<file path="config.mk">
export PLATFORM = sky130hd
export DESIGN_NAME = rtc_irq_event_enable_clear
export DESIGN_NICKNAME = d
export VERILOG_FILES = /design/src/rtc_irq_pkg.sv /design/src/rtc_irq_event_enable_clear.sv
export SDC_FILE = /design/constraint.sdc
export NUM_CORES = 1
export LEC_CHECK = 0
export ABC_CLOCK_PERIOD_IN_PS = 2300
export BUFFER_PORTS_ARGS = -buffer_cell sky130_fd_sc_hd__buf_2
export CORE_ASPECT_RATIO = 1.25
export CORE_UTILIZATION = 38
export CTS_CLUSTER_DIAMETER = 30
export DETAILED_ROUTE_END_ITERATION = 12
export GPL_TIMING_DRIVEN = 0
export PLACE_DENSITY_LB_ADDON = 0.05
export SYNTH_ARGS = -nofsm -noshare
export SYNTH_HDL_FRONTEND = slang
export SYNTH_SLANG_ARGS = --single-unit
export TNS_END_PERCENT = 30
</file>
<file path="constraint.sdc">
create_clock -name clock -period 2.3 [get_ports clock]
set_input_delay 0.115 -clock clock [delete_from_list [all_inputs] [get_ports clock]]
set_output_delay 0.115 -clock clock [all_outputs]
set_load 0.005 [all_outputs]
</file>
<file path="src/rtc_irq_pkg.sv">
// holds offsets, field layouts, reset values and carriers of the
// real-time counter interrupt-enable and event-output block.
// assumes an 8-bit register port and a single 125 MHz clock.
package rtc_irq_pkg;

  // ************************************************************
  // register offsets
  // ************************************************************
  localparam logic [7:0] CTRL_OFS       = 8'h00;
  localparam logic [7:0] EVCTRL_LO_OFS  = 8'h04;
  localparam logic [7:0] EVCTRL_HI_OFS  = 8'h05;
  localparam logic [7:0] IRQ_CLR_OFS    = 8'h06;
  localparam logic [7:0] IRQ_SET_OFS    = 8'h07;
  localparam logic [7:0] IRQ_FLAGS_OFS  = 8'h08;

  // ************************************************************
  // field positions and masks
  // ************************************************************
  localparam int         OVF_BIT        = 7;
  localparam int         SYNC_BIT       = 6;
  localparam int         CHAN1_BIT      = 1;
  localparam int         CHAN0_BIT      = 0;
  localparam int         ALARM_EO_BIT   = 8;
  localparam int         MODE_LSB       = 0;
  localparam logic [7:0] MASK_COUNTER32 = 8'hC1;
  localparam logic [7:0] MASK_COUNTER16 = 8'hC3;
  localparam logic [7:0] MASK_CALENDAR  = 8'hC1;
  localparam logic [7:0] MASK_RESERVED  = 8'hC0;

  // ************************************************************
  // reset values
  // ************************************************************
  localparam logic [7:0] ENABLE_RST     = 8'h00;
  localparam logic [7:0] FLAGS_RST      = 8'h00;
  localparam logic [8:0] EVCTRL_RST     = 9'h000;
  localparam logic [1:0] MODE_RST       = 2'h0;
  localparam logic [7:0] RDATA_RST      = 8'h00;

  // ************************************************************
  // types
  // ************************************************************
  typedef enum logic [1:0] {
    COUNTER32_MODE = 2'b00,
    COUNTER16_MODE = 2'b01,
    CALENDAR_MODE  = 2'b10,
    RESERVED_MODE  = 2'b11
  } counter_mode_t;

  typedef struct packed {
    logic [7:0] addr;
    logic [7:0] wdata;
    logic       wr;
    logic       rd;
  } bus_req_t;

  typedef struct packed {
    logic       overflow;
    logic       sync_ready;
    logic [1:0] compare_chan;
    logic       alarm_zero;
    logic [7:0] periodic;
  } src_events_t;

endpackage : rtc_irq_pkg
</file>
<file path="src/rtc_irq_event_enable_clear.sv">
// holds the interrupt enable, flag and event-output enable logic of a
// real-time counter, reached over a plain strobe register port.
// assumes all inputs are synchronous to clock and source events are
// one-cycle pulses from the counter datapath.
//
// Function
// alarm-zero event is emitted on each alarm only while its enable is one
// eight periodic events, each produced only while its own enable is one
// zero bits written to the enable-clear register change nothing
// writing one to bit 7 clears the overflow interrupt enable
// writing one to bit 6 clears the sync-ready interrupt enable
// in counter32 mode bit 0 clears the compare-zero interrupt enable
// in counter16 mode bits 1 and 0 clear channel one and zero enables
// interrupt request raised when enable and flag both set, never else
// reading enable-clear returns current enable states
// in calendar mode bit 0 clears the alarm-zero interrupt enable
// enable-set register at 0x07 sets the same enables by ones
// flag register at 0x08; ones clear flags, zeros leave them
// enable writes ignored under write protection; enables reset to zero
// unused enable bits read zero and ignore writes
module rtc_irq_event_enable_clear (
  input  wire logic                     clock,
  input  wire logic                     rst_n,
  input  wire logic                     clk_en,
  input  wire logic                     write_protect,
  input  wire rtc_irq_pkg::bus_req_t    bus_req,
  input  wire rtc_irq_pkg::src_events_t src_events,
  output logic [7:0]                    rd_data,
  output logic                          irq_req,
  output logic                          alarm_zero_event,
  output logic [7:0]                    periodic_event
);

  // ************************************************************
  // decode helpers
  // ************************************************************
  function automatic logic [7:0] mode_mask(
    input rtc_irq_pkg::counter_mode_t mode
  );
    logic [7:0] m;
    m = rtc_irq_pkg::MASK_RESERVED;
    unique case (mode)
      rtc_irq_pkg::COUNTER32_MODE: m = rtc_irq_pkg::MASK_COUNTER32;
      rtc_irq_pkg::COUNTER16_MODE: m = rtc_irq_pkg::MASK_COUNTER16;
      rtc_irq_pkg::CALENDAR_MODE:  m = rtc_irq_pkg::MASK_CALENDAR;
      rtc_irq_pkg::RESERVED_MODE:  m = rtc_irq_pkg::MASK_RESERVED;
    endcase
    return m;
  endfunction : mode_mask

  function automatic logic hit(
    input rtc_irq_pkg::bus_req_t req,
    input logic [7:0]            ofs
  );
    return req.wr && (req.addr == ofs);
  endfunction : hit

  // ************************************************************
  // state
  // ************************************************************
  rtc_irq_pkg::counter_mode_t mode_q;
  logic [8:0]                 evctrl_q;
  logic [7:0]                 enable_q;
  logic [7:0]                 enable_d;
  logic [7:0]                 flags_q;
  logic [7:0]                 flags_d;
  logic [7:0]                 flag_set;
  logic [7:0]                 active_mask;
  logic [7:0]                 pending;
  logic [7:0]                 rd_data_d;
  logic                       wr_ctrl;
  logic                       wr_evlo;
  logic                       wr_evhi;
  logic                       wr_clr;
  logic                       wr_set;
  logic                       wr_flags;

  assign active_mask = mode_mask(mode_q);

  // ************************************************************
  // write decode
  // ************************************************************
  always_comb begin
    wr_ctrl  = hit(bus_req, rtc_irq_pkg::CTRL_OFS);
    wr_evlo  = hit(bus_req, rtc_irq_pkg::EVCTRL_LO_OFS);
    wr_evhi  = hit(bus_req, rtc_irq_pkg::EVCTRL_HI_OFS);
    wr_clr   = hit(bus_req, rtc_irq_pkg::IRQ_CLR_OFS);
    wr_set   = hit(bus_req, rtc_irq_pkg::IRQ_SET_OFS);
    wr_flags = hit(bus_req, rtc_irq_pkg::IRQ_FLAGS_OFS);
  end

  // ************************************************************
  // counter mode
  // ************************************************************
  always_ff @(posedge clock) begin
    if (!rst_n) begin
      mode_q <= rtc_irq_pkg::counter_mode_t'(rtc_irq_pkg::MODE_RST);
    end else if (clk_en && wr_ctrl && !write_protect) begin
      mode_q <= rtc_irq_pkg::counter_mode_t'(
                  bus_req.wdata[rtc_irq_pkg::MODE_LSB +: 2]);
    end
  end

  // ************************************************************
  // event output enables
  // ************************************************************
  always_ff @(posedge clock) begin
    if (!rst_n) begin
      evctrl_q <= rtc_irq_pkg::EVCTRL_RST;
    end else if (clk_en && !write_protect) begin
      if (wr_evlo) begin
        evctrl_q[7:0] <= bus_req.wdata;
      end
      if (wr_evhi) begin
        evctrl_q[rtc_irq_pkg::ALARM_EO_BIT] <= bus_req.wdata[0];
      end
    end
  end

  // ************************************************************
  // interrupt enables
  // ************************************************************
  always_comb begin
    enable_d = enable_q;
    if (!write_protect) begin
      if (wr_clr) begin
        // ones clear, zeros keep; mask covers the mode's live bits
        enable_d = enable_q & ~(bus_req.wdata & active_mask);
      end
      if (wr_set) begin
        enable_d = enable_q | (bus_req.wdata & active_mask);
      end
    end
  end

  // bit 7 and 6 in every mode, bit 0 and 1 per mode
  // counter32 bit 0 is compare zero
  // counter16 bits 1:0 are the two compare channels
  // calendar bit 0 is alarm zero
  always_ff @(posedge clock) begin
    if (!rst_n) begin
      enable_q <= rtc_irq_pkg::ENABLE_RST;
    end else if (clk_en) begin
      enable_q <= enable_d;
    end
  end

  // ************************************************************
  // interrupt flags
  // ************************************************************
  always_comb begin
    flag_set = '0;
    flag_set[rtc_irq_pkg::OVF_BIT]  = src_events.overflow;
    flag_set[rtc_irq_pkg::SYNC_BIT] = src_events.sync_ready;
    unique case (mode_q)
      rtc_irq_pkg::COUNTER32_MODE: begin
        flag_set[rtc_irq_pkg::CHAN0_BIT] = src_events.compare_chan[0];
      end
      rtc_irq_pkg::COUNTER16_MODE: begin
        flag_set[rtc_irq_pkg::CHAN0_BIT] = src_events.compare_chan[0];
        flag_set[rtc_irq_pkg::CHAN1_BIT] = src_events.compare_chan[1];
      end
      rtc_irq_pkg::CALENDAR_MODE: begin
        flag_set[rtc_irq_pkg::CHAN0_BIT] = src_events.alarm_zero;
      end
      rtc_irq_pkg::RESERVED_MODE: begin
        flag_set[rtc_irq_pkg::CHAN0_BIT] = 1'h0;
      end
    endcase
  end

  // a set arriving with its clear wins
  genvar fb;
  generate
    for (fb = 0; fb < 8; fb++) begin : g_flag
      always_comb begin
        flags_d[fb] = flags_q[fb];
        if (wr_flags && bus_req.wdata[fb]) begin
          flags_d[fb] = 1'h0;
        end
        if (flag_set[fb]) begin
          flags_d[fb] = 1'h1;
        end
      end
    end
  endgenerate

  always_ff @(posedge clock) begin
    if (!rst_n) begin
      flags_q <= rtc_irq_pkg::FLAGS_RST;
    end else if (clk_en) begin
      flags_q <= flags_d & active_mask;
    end
  end

  // ************************************************************
  // interrupt request
  // ************************************************************
  // a source pends only while its enable, its flag and the mode agree
  genvar qb;
  generate
    for (qb = 0; qb < 8; qb++) begin : g_pending
      always_comb begin
        pending[qb] = enable_q[qb] && flags_q[qb] && active_mask[qb];
      end
    end
  endgenerate

  always_ff @(posedge clock) begin
    if (!rst_n) begin
      irq_req <= 1'h0;
    end else if (clk_en) begin
      irq_req <= |pending;
    end
  end

  // ************************************************************
  // event outputs
  // ************************************************************
  always_ff @(posedge clock) begin
    if (!rst_n) begin
      alarm_zero_event <= 1'h0;
    end else if (clk_en) begin
      alarm_zero_event <= src_events.alarm_zero
                          && evctrl_q[rtc_irq_pkg::ALARM_EO_BIT];
    end
  end

  genvar pb;
  generate
    for (pb = 0; pb < 8; pb++) begin : g_periodic
      always_ff @(posedge clock) begin
        if (!rst_n) begin
          periodic_event[pb] <= 1'h0;
        end else if (clk_en) begin
          periodic_event[pb] <= src_events.periodic[pb]
                                && evctrl_q[pb];
        end
      end
    end
  endgenerate

  // ************************************************************
  // read path
  // ************************************************************
  always_comb begin
    rd_data_d = rtc_irq_pkg::RDATA_RST;
    unique case (bus_req.addr)
      rtc_irq_pkg::CTRL_OFS: begin
        rd_data_d[rtc_irq_pkg::MODE_LSB +: 2] = mode_q;
      end
      rtc_irq_pkg::EVCTRL_LO_OFS: begin
        rd_data_d = evctrl_q[7:0];
      end
      rtc_irq_pkg::EVCTRL_HI_OFS: begin
        rd_data_d[0] = evctrl_q[rtc_irq_pkg::ALARM_EO_BIT];
      end
      rtc_irq_pkg::IRQ_CLR_OFS,
      rtc_irq_pkg::IRQ_SET_OFS: begin
        rd_data_d = enable_q & active_mask;
      end
      rtc_irq_pkg::IRQ_FLAGS_OFS: begin
        rd_data_d = flags_q & active_mask;
      end
      default: begin
        rd_data_d = rtc_irq_pkg::RDATA_RST;
      end
    endcase
  end

  always_ff @(posedge clock) begin
    if (!rst_n) begin
      rd_data <= rtc_irq_pkg::RDATA_RST;
    end else if (clk_en) begin
      if (bus_req.rd) begin
        rd_data <= rd_data_d;
      end else begin
        rd_data <= rtc_irq_pkg::RDATA_RST;
      end
    end
  end

endmodule : rtc_irq_event_enable_clear

</file>
==> results of run 1 <==
[worst paths after layout]
kind	slack, ns	startpoint	to
setup / recovery	0.91	bus_req[13]	evctrl_q[0]
hold / removal	0.05	bus_req[9]	flags_q[7]
setup reg to reg	1.16	mode_q[0]	rd_data[0]
hold reg to reg	0.46	periodic_event[4]	periodic_event[4]
[layout by cell type, fill, tap and decap left out, types with 3 or more instances in the layout]
| master | n |
|---|---|
| inv_1 | 5 |
| nand3_1 | 23 |
| mux2i_1 | 9 |
| dfxtp_1 | 37 |
| clkbuf_1 | 7 |
| a22oi_1 | 5 |
| buf_2 | 50 |
| nand2_1 | 33 |
| nor2_1 | 6 |
| nand4_1 | 4 |
| and4_1 | 3 |
| o21ai_0 | 7 |
| a311oi_1 | 3 |
| a21oi_1 | 25 |
| a22o_1 | 4 |
| clkbuf_8 | 5 |
[per-stage QoR]
step	instances	instance area, sq um
2_1_floorplan	194	1650
3_3_place_gp	299	1960
3_5_place_dp	299	1960
4_1_cts	307	2100
5_1_grt	307	2100
6_report	307	2100
[cells by family after synthesis]
family | Yosys count
and+or+nand+nor | 83
buffers and inverters | 16
DFF | 37
muxes | 9
AOI/OAI and AO/OA | 49
[final cells by class]
type | instances | share of cell area
clock inverter | 3 | 0.0328
sequential | 37 | 0.353
buffer | 11 | 0.0256
timing repair buffer | 49 | 0.117
tap | 56 | 0.0334
multi-input combinational | 141 | 0.397
inverter | 5 | 0.00893
clock buffer | 5 | 0.0328
[worst max-delay path: stages]
cell,delay [ns]
buf_2,0.14
nor4b_4,0.64
nand4_2,0.39
nand3_1,0.18
o21ai_0,0.09
[routing by layer]
metal  up-vias  GRT usage
met5         -          0
met4         0     0.0985
met3         8     0.0407
met2        57      0.357
met1       730      0.255
li1        814          -
[power breakdown]
part           leakage, nW  switching (mW)  internal, mW
registers            0.299         0.00490         0.646
logic                0.517          0.0634        0.0389
clock network       0.0687           0.246         0.437
==> reports/qor.yml, run 1 <==
yosys:
  synthXorXnorAreaFrac: 0
  yosys.area.top_type: "dfxtp_1"
  muxShareOfSynthArea: 0.0547
  synth_area_sq_um: 1650
  syn-instance-count: 194
  synth_edf_count: 0
  yosys-top-cells-count: "37 x dfxtp_1, 33 x nand2_1, 25 x a21oi_1"
  synth_top_family_by_area: "simple AND/OR/NAND/NOR gates"
  synth_cell_types: 33
  ys_ff_latch: 37
  syn_area_per_cell_sq_um: 8.49
  synthFlopType: "dfxtp_1"
  yosys.area.top_type_share: 0.450
  syn-num-nets: 229
  synth_compound_area_frac: 0.178
  ys_seq_area_frac: 0.450
  synth_most_common_cell: "dfxtp_1"
  synthTopCellsByArea: "dfxtp_1 45%, a21oi_1 7.6%, nand2_1 7.5%, nand3_1 7.0%, mux2i_1 5.5%"
  synth_warnings: 0
  yosys.area_share.simple: 0.273
  async_reset_ff_frac: 0
  synth_fa_ha_area_frac: 0
die:
  rows: 26
  ios: 53
  core_sq_um: 4130
  die_x_um: 60.9
  die_height_um: 75.6
  die_area_sq_um: 4610
  start_util: 0.399
worst_setup_path:
  crit_arrival_ns: 1.56
  critical_path.max_fanout: 10
  cp-end-kind: "register"
  reg2regPathDepth: 3
  worstPathRequired_ns: 2.47
  criticalPathCategory: "in -> reg"
  start_kind: "input pin"
detailed_routing:
  drt_iter0_drc: 34
  highest_layer: "met4"
  met3_wirelength_um: 211
  met1_length_mm: 2.01
  drt_first_pass_iters: 4
  drt_wl_total_mm: 4.48
  avgViaCountPerCell: 5.24
  wl_met2_mm: 2.16
  drc_errors: 0
  antenna_left: 0
  vias: 1609
  wl_per_cell_um: 14.6
sta:
  timing.hold.ws_ns: 0.0523
  finalSetupTns_ns: 0
  period_minus_slack_ns: 1.39
  setup_violations: 0
  rsz0062_at_grt: "false"
  fmax_ghz: 0.721
  maxSlewViolCount: 0
  fin_crit_sh: 0.603
  worst_pin_slew_ns: 0.714
  layout_setup_ws_ns: 0.913
  relSlewSlack: 0.523
  finalHoldViolations: 0
  fin_skew_ns: 0.00694
clock_tree:
  ctsResizeCount: 0
  cts_tree: "built"
  root_buffer: "clkbuf_8"
  clkSlewWorstSetupHoldPaths_ns: 0.08
  clockBufferDepth: 2
  clk_latency_ns: 0.29
  numCtsBuffers: 5
  post_cts_buffers: 0
  numClockSinks: 37
  cts-htree-levels: 2
  postCtsHoldBufs: 0
power:
  powerDensity_nw_per_um2: 683
  finalPower_mw: 1.44
  cellLeakagePower_nw: 0.884
  ir_drop_mv: 0.238
placement:
  place_ws_ns: 0.615
  dp_hpwl_mm: 3.37
  port_buffers: 49
  routabilityCongestion: 0.763
cells_and_area:
  syn2layout_area_growth_pct: 27.5
  n_antenna_cell: 0
  nets: 285
  multiInputGateArea_sq_um: 835
  seq_area_sq_um: 741
  finish.utilization: 0.508
  layout-drive-gt1-share: 0.255
  nFillCells: 454
run:
  max_cap_violations: 0
status:
  status: "finished, final reports clean"
worst_hold_path:
  whs_path_depth: 2
  hold_class: "in -> reg"
global_route:
  gr-total-overflow: 0
  grt_pass1_vias: 1522
  grt_max_degree: 14
  antenna_found_initial: 0
  grt_pass1_wl_mm: 7.04
  grt_usage: 0.211
Power figures use the tool's default switching activity.
==> run 2: changes to the inputs <==
--- a/config.mk
+++ b/config.mk
@@ -5,7 +5,8 @@
 export SDC_FILE = /design/constraint.sdc
 export NUM_CORES = 1
 export LEC_CHECK = 0
-export ABC_CLOCK_PERIOD_IN_PS = 2300
+export ABC_AREA = 1
+export ABC_CLOCK_PERIOD_IN_PS = 1100
 export BUFFER_PORTS_ARGS = -buffer_cell sky130_fd_sc_hd__buf_2
 export CORE_ASPECT_RATIO = 1.25
 export CORE_UTILIZATION = 38
==> constraint.sdc (replaced) <==
create_clock -name clock -period 1.1 [get_ports clock]
set_input_delay 0.055 -clock clock [delete_from_list [all_inputs] [get_ports clock]]
set_output_delay 0.055 -clock clock [all_outputs]
set_load 0.005 [all_outputs]
==> run 2 against run 1 <==
- via count up 13%
- clock power increased by 31%
- wire length increased by 5.2%
- sequential share of layout area decreased by 1.8 points
- cell count up 20%
- global-route usage is essentially flat
- hold slack lost 0.036 ns
- worst setup slack worse by 0.88 ns
- sequential power increased by 110%
- clock skew shrank 0.0019 ns
- largest cell class unchanged
- largest power group is now registers
==> reports/qor.yml, run 2 <==
status:
  status: "finished, final reports clean"
worst_setup_path:
  start_kind: "register"
  worstPathRequired_ns: 1.25  # -1.22 ns
  cp_num_buf_inv: 1  # unchanged
  cp-end-kind: "register"
  critPathSlowestCell: "dfxtp_4"
  slowest_delay_ns: 0.39  # -0.25 ns
  criticalPathCategory: "reg -> reg"
  crit_arrival_ns: 1.21  # -0.35 ns
  crit_chain: "nand2_4, inv_2, nor2_2, a21oi_2, nand3_1, nand2_1, a21oi_1"
  critical_path.max_fanout: 5  # -5
  crit_family: "flip-flops"
die:
  die_height_um: 78.2  # +3.3%
  start_util: 0.398  # -0.000489
  die_x_um: 62.9  # +3.3%
  core_sq_um: 4430  # +7.1%
  ios: 53  # unchanged
  rows: 27  # +3.8%
  die_area_sq_um: 4920  # +6.8%
global_route:
  gr-total-overflow: 0  # unchanged
  grt_usage: 0.211  # about the same
  grt_pass1_wl_mm: 7.98  # +13%
  grt_pass1_vias: 1767  # +16%
  antenna_found_initial: 0  # unchanged
  grt_max_degree: 11  # -3
clock_tree:
  numClockSinks: 37  # unchanged
  cts-htree-levels: 2  # unchanged
  clkSlewWorstSetupHoldPaths_ns: 0.07  # about the same
  numCtsBuffers: 5  # unchanged
  root_buffer: "clkbuf_8"
  clk_latency_ns: 0.28  # about the same
  cts_tree: "built"
  clockBufferDepth: 2  # unchanged
sta:
  relSlewSlack: 0.632  # +0.110
  setup_violations: 0  # unchanged
  period_minus_slack_ns: 1.06
  fin_skew_ns: 0.00501  # -0.00193 ns
  finalSetupTns_ns: 0  # unchanged
  timing.hold.ws_ns: 0.0166  # -0.0357 ns
  fmax_ghz: 0.940
  finalHoldViolations: 0  # unchanged
  rsz0062_at_grt: "true"
  maxSlewViolCount: 0  # unchanged
  fin_crit_sh: 0.968
  worst_pin_slew_ns: 0.552  # -0.163 ns
placement:
  port_buffers: 52  # +6.1%
  dp_hpwl_mm: 3.60  # +6.8%
  dpl-instance-area_sq_um: 2100  # +6.8%
  routabilityCongestion: 0.902  # +18%
detailed_routing:
  drt_first_pass_iters: 4  # unchanged
  vias: 1811  # +13%
  wl_per_cell_um: 12.8  # -12%
  drt_iter0_drc: 107  # +210%
  antenna_left: 0  # unchanged
  drc_errors: 0  # unchanged
  avgViaCountPerCell: 4.92  # -6.1%
  drt_wl_total_mm: 4.71  # +5.2%
yosys:
  synth_cell_types: 22  # -33%
  ys_seq_area_frac: 0.420  # -0.0294
  synth_warnings: 0  # unchanged
  yosys-top-cells-count: "50 x nand2_1, 37 x dfxtp_1, 27 x a21oi_1"
  synthTopCellsByArea: "dfxtp_1 42%, nand2_1 11%, a21oi_1 7.7%, nor2_1 5.5%, nand3_1 5.4%"
  synth_most_common_cell: "nand2_1"
  synth_area_sq_um: 1760  # +7.0%
  syn-num-nets: 282  # +23%
  synthFlopType: "dfxtp_1"
  yosys.area.top_type: "dfxtp_1"
  syn_area_per_cell_sq_um: 7.14  # -16%
  yosys.area.top_type_share: 0.420  # -0.0294
  async_reset_ff_frac: 0  # unchanged
  ys_ff_latch: 37  # unchanged
  synth_edf_count: 0  # unchanged
  syn-instance-count: 247  # +27%
worst_hold_path:
  hold_class: "in -> reg"
cells_and_area:
  seq_area_sq_um: 748  # +1.0%
  multiInputGateArea_sq_um: 927  # +11%
  layout_common_cells: "52 x buf_2, 48 x nand2_1, 35 x dfxtp_1"
  syn2layout_area_growth_pct: 27.0
  n_antenna_cell: 0  # unchanged
  nets: 344  # +21%
  stdcell_area_sq_um: 2240  # +6.6%
  layout_commonest_cell: "buf_2"
  layout-drive-gt1-share: 0.319  # +0.0644
  nFillCells: 488  # +7.5%
power:
  ir_drop_mv: 0.725  # +200%
  cellLeakagePower_nw: 0.973  # +10%
  powerDensity_nw_per_um2: 1120  # +64%
run:
  max_cap_violations: 0  # unchanged
-- run 2: cell count changes in the layout (fill, tap and decap cells not counted), moves of 7 or more --
| cell | previous run | this run |
|---|---|---|
| mux2i_1 | 9 | 0 |
| nor2_2 | 0 | 9 |
| nand2_1 | 33 | 48 |
| nor3_2 | 0 | 7 |
| inv_1 | 5 | 18 |
| nor2_1 | 6 | 24 |
-- run 2: logic make-up (layout without fill, tap and decap cells) --
group                  after synthesis  after routing  synth area share
buffers and inverters               32             95            0.0724
DFF                                 37             37             0.420
AOI/OAI and AO/OA                   48             48             0.143
and+or+nand+nor                    130            130             0.364
-- run 2: worst min-delay path: cells and delay by family --
kind,cells,cell delay [ns]
buffers and inverters,1,0.09
and+or+nand+nor,1,0.05
AOI/OAI and AO/OA,1,0.05
-- run 2: what timing repair did --
action                     CTS  global route
resized for setup            4            11
hold buffers                 0             0
setup endpoints to repair    2             8
hold endpoints to repair     0             0
pin swaps                    2             7
buffers inserted             1             2
-- run 2: stage by stage --
stage / instances / total power [mW] / util / worst slack, ns
floorplan: 247 / 1.52 / - / 0.0869
global placement: 357 / 1.65 / 0.474 / -0.186
detailed placement: 357 / 1.65 / 0.474 / -0.184
CTS: 366 / 2.56 / 0.495 / -0.0196
global route: 368 / 2.65 / 0.506 / -0.0457
finish: 368 / 2.51 / 0.506 / 0.0357
-- run 2: final cells by class --
cell class	instances	area share
Tap cell	58	0.0324
Buffer	8	0.0168
Timing Repair Buffer	55	0.126
Clock buffer	8	0.0358
Multi-Input combinational cell	178	0.414
Sequential cell	37	0.334
Inverter	24	0.0402
-- run 2: worst paths after layout --
kind / slack [ns] / end / start / cells after the start
max: 0.04 / rd_data[0] / mode_q[1] / 7
max reg2reg: 0.04 / rd_data[0] / mode_q[1] / 7
min reg2reg: 0.46 / rd_data[0] / rd_data[0] / 2
min: 0.02 / periodic_event[5] / src_events[5] / 3
-- run 2: layer usage --
metal,vias up,track usage,part of all wire
li1,943,-,-
met1,823,0.237,0.44
met2,40,0.381,0.51
met3,5,0.0451,0.037
met4,0,0.0837,0.015
met5,-,0,0
-- run 2: report_power, final --
| part | switching (mW) | internal [mW] |
|---|---|---|
| clock | 0.446 | 0.450 |
| sequential | 0.0115 | 1.36 |
| combinational | 0.159 | 0.0906 |
| total | 0.616 | 1.90 |
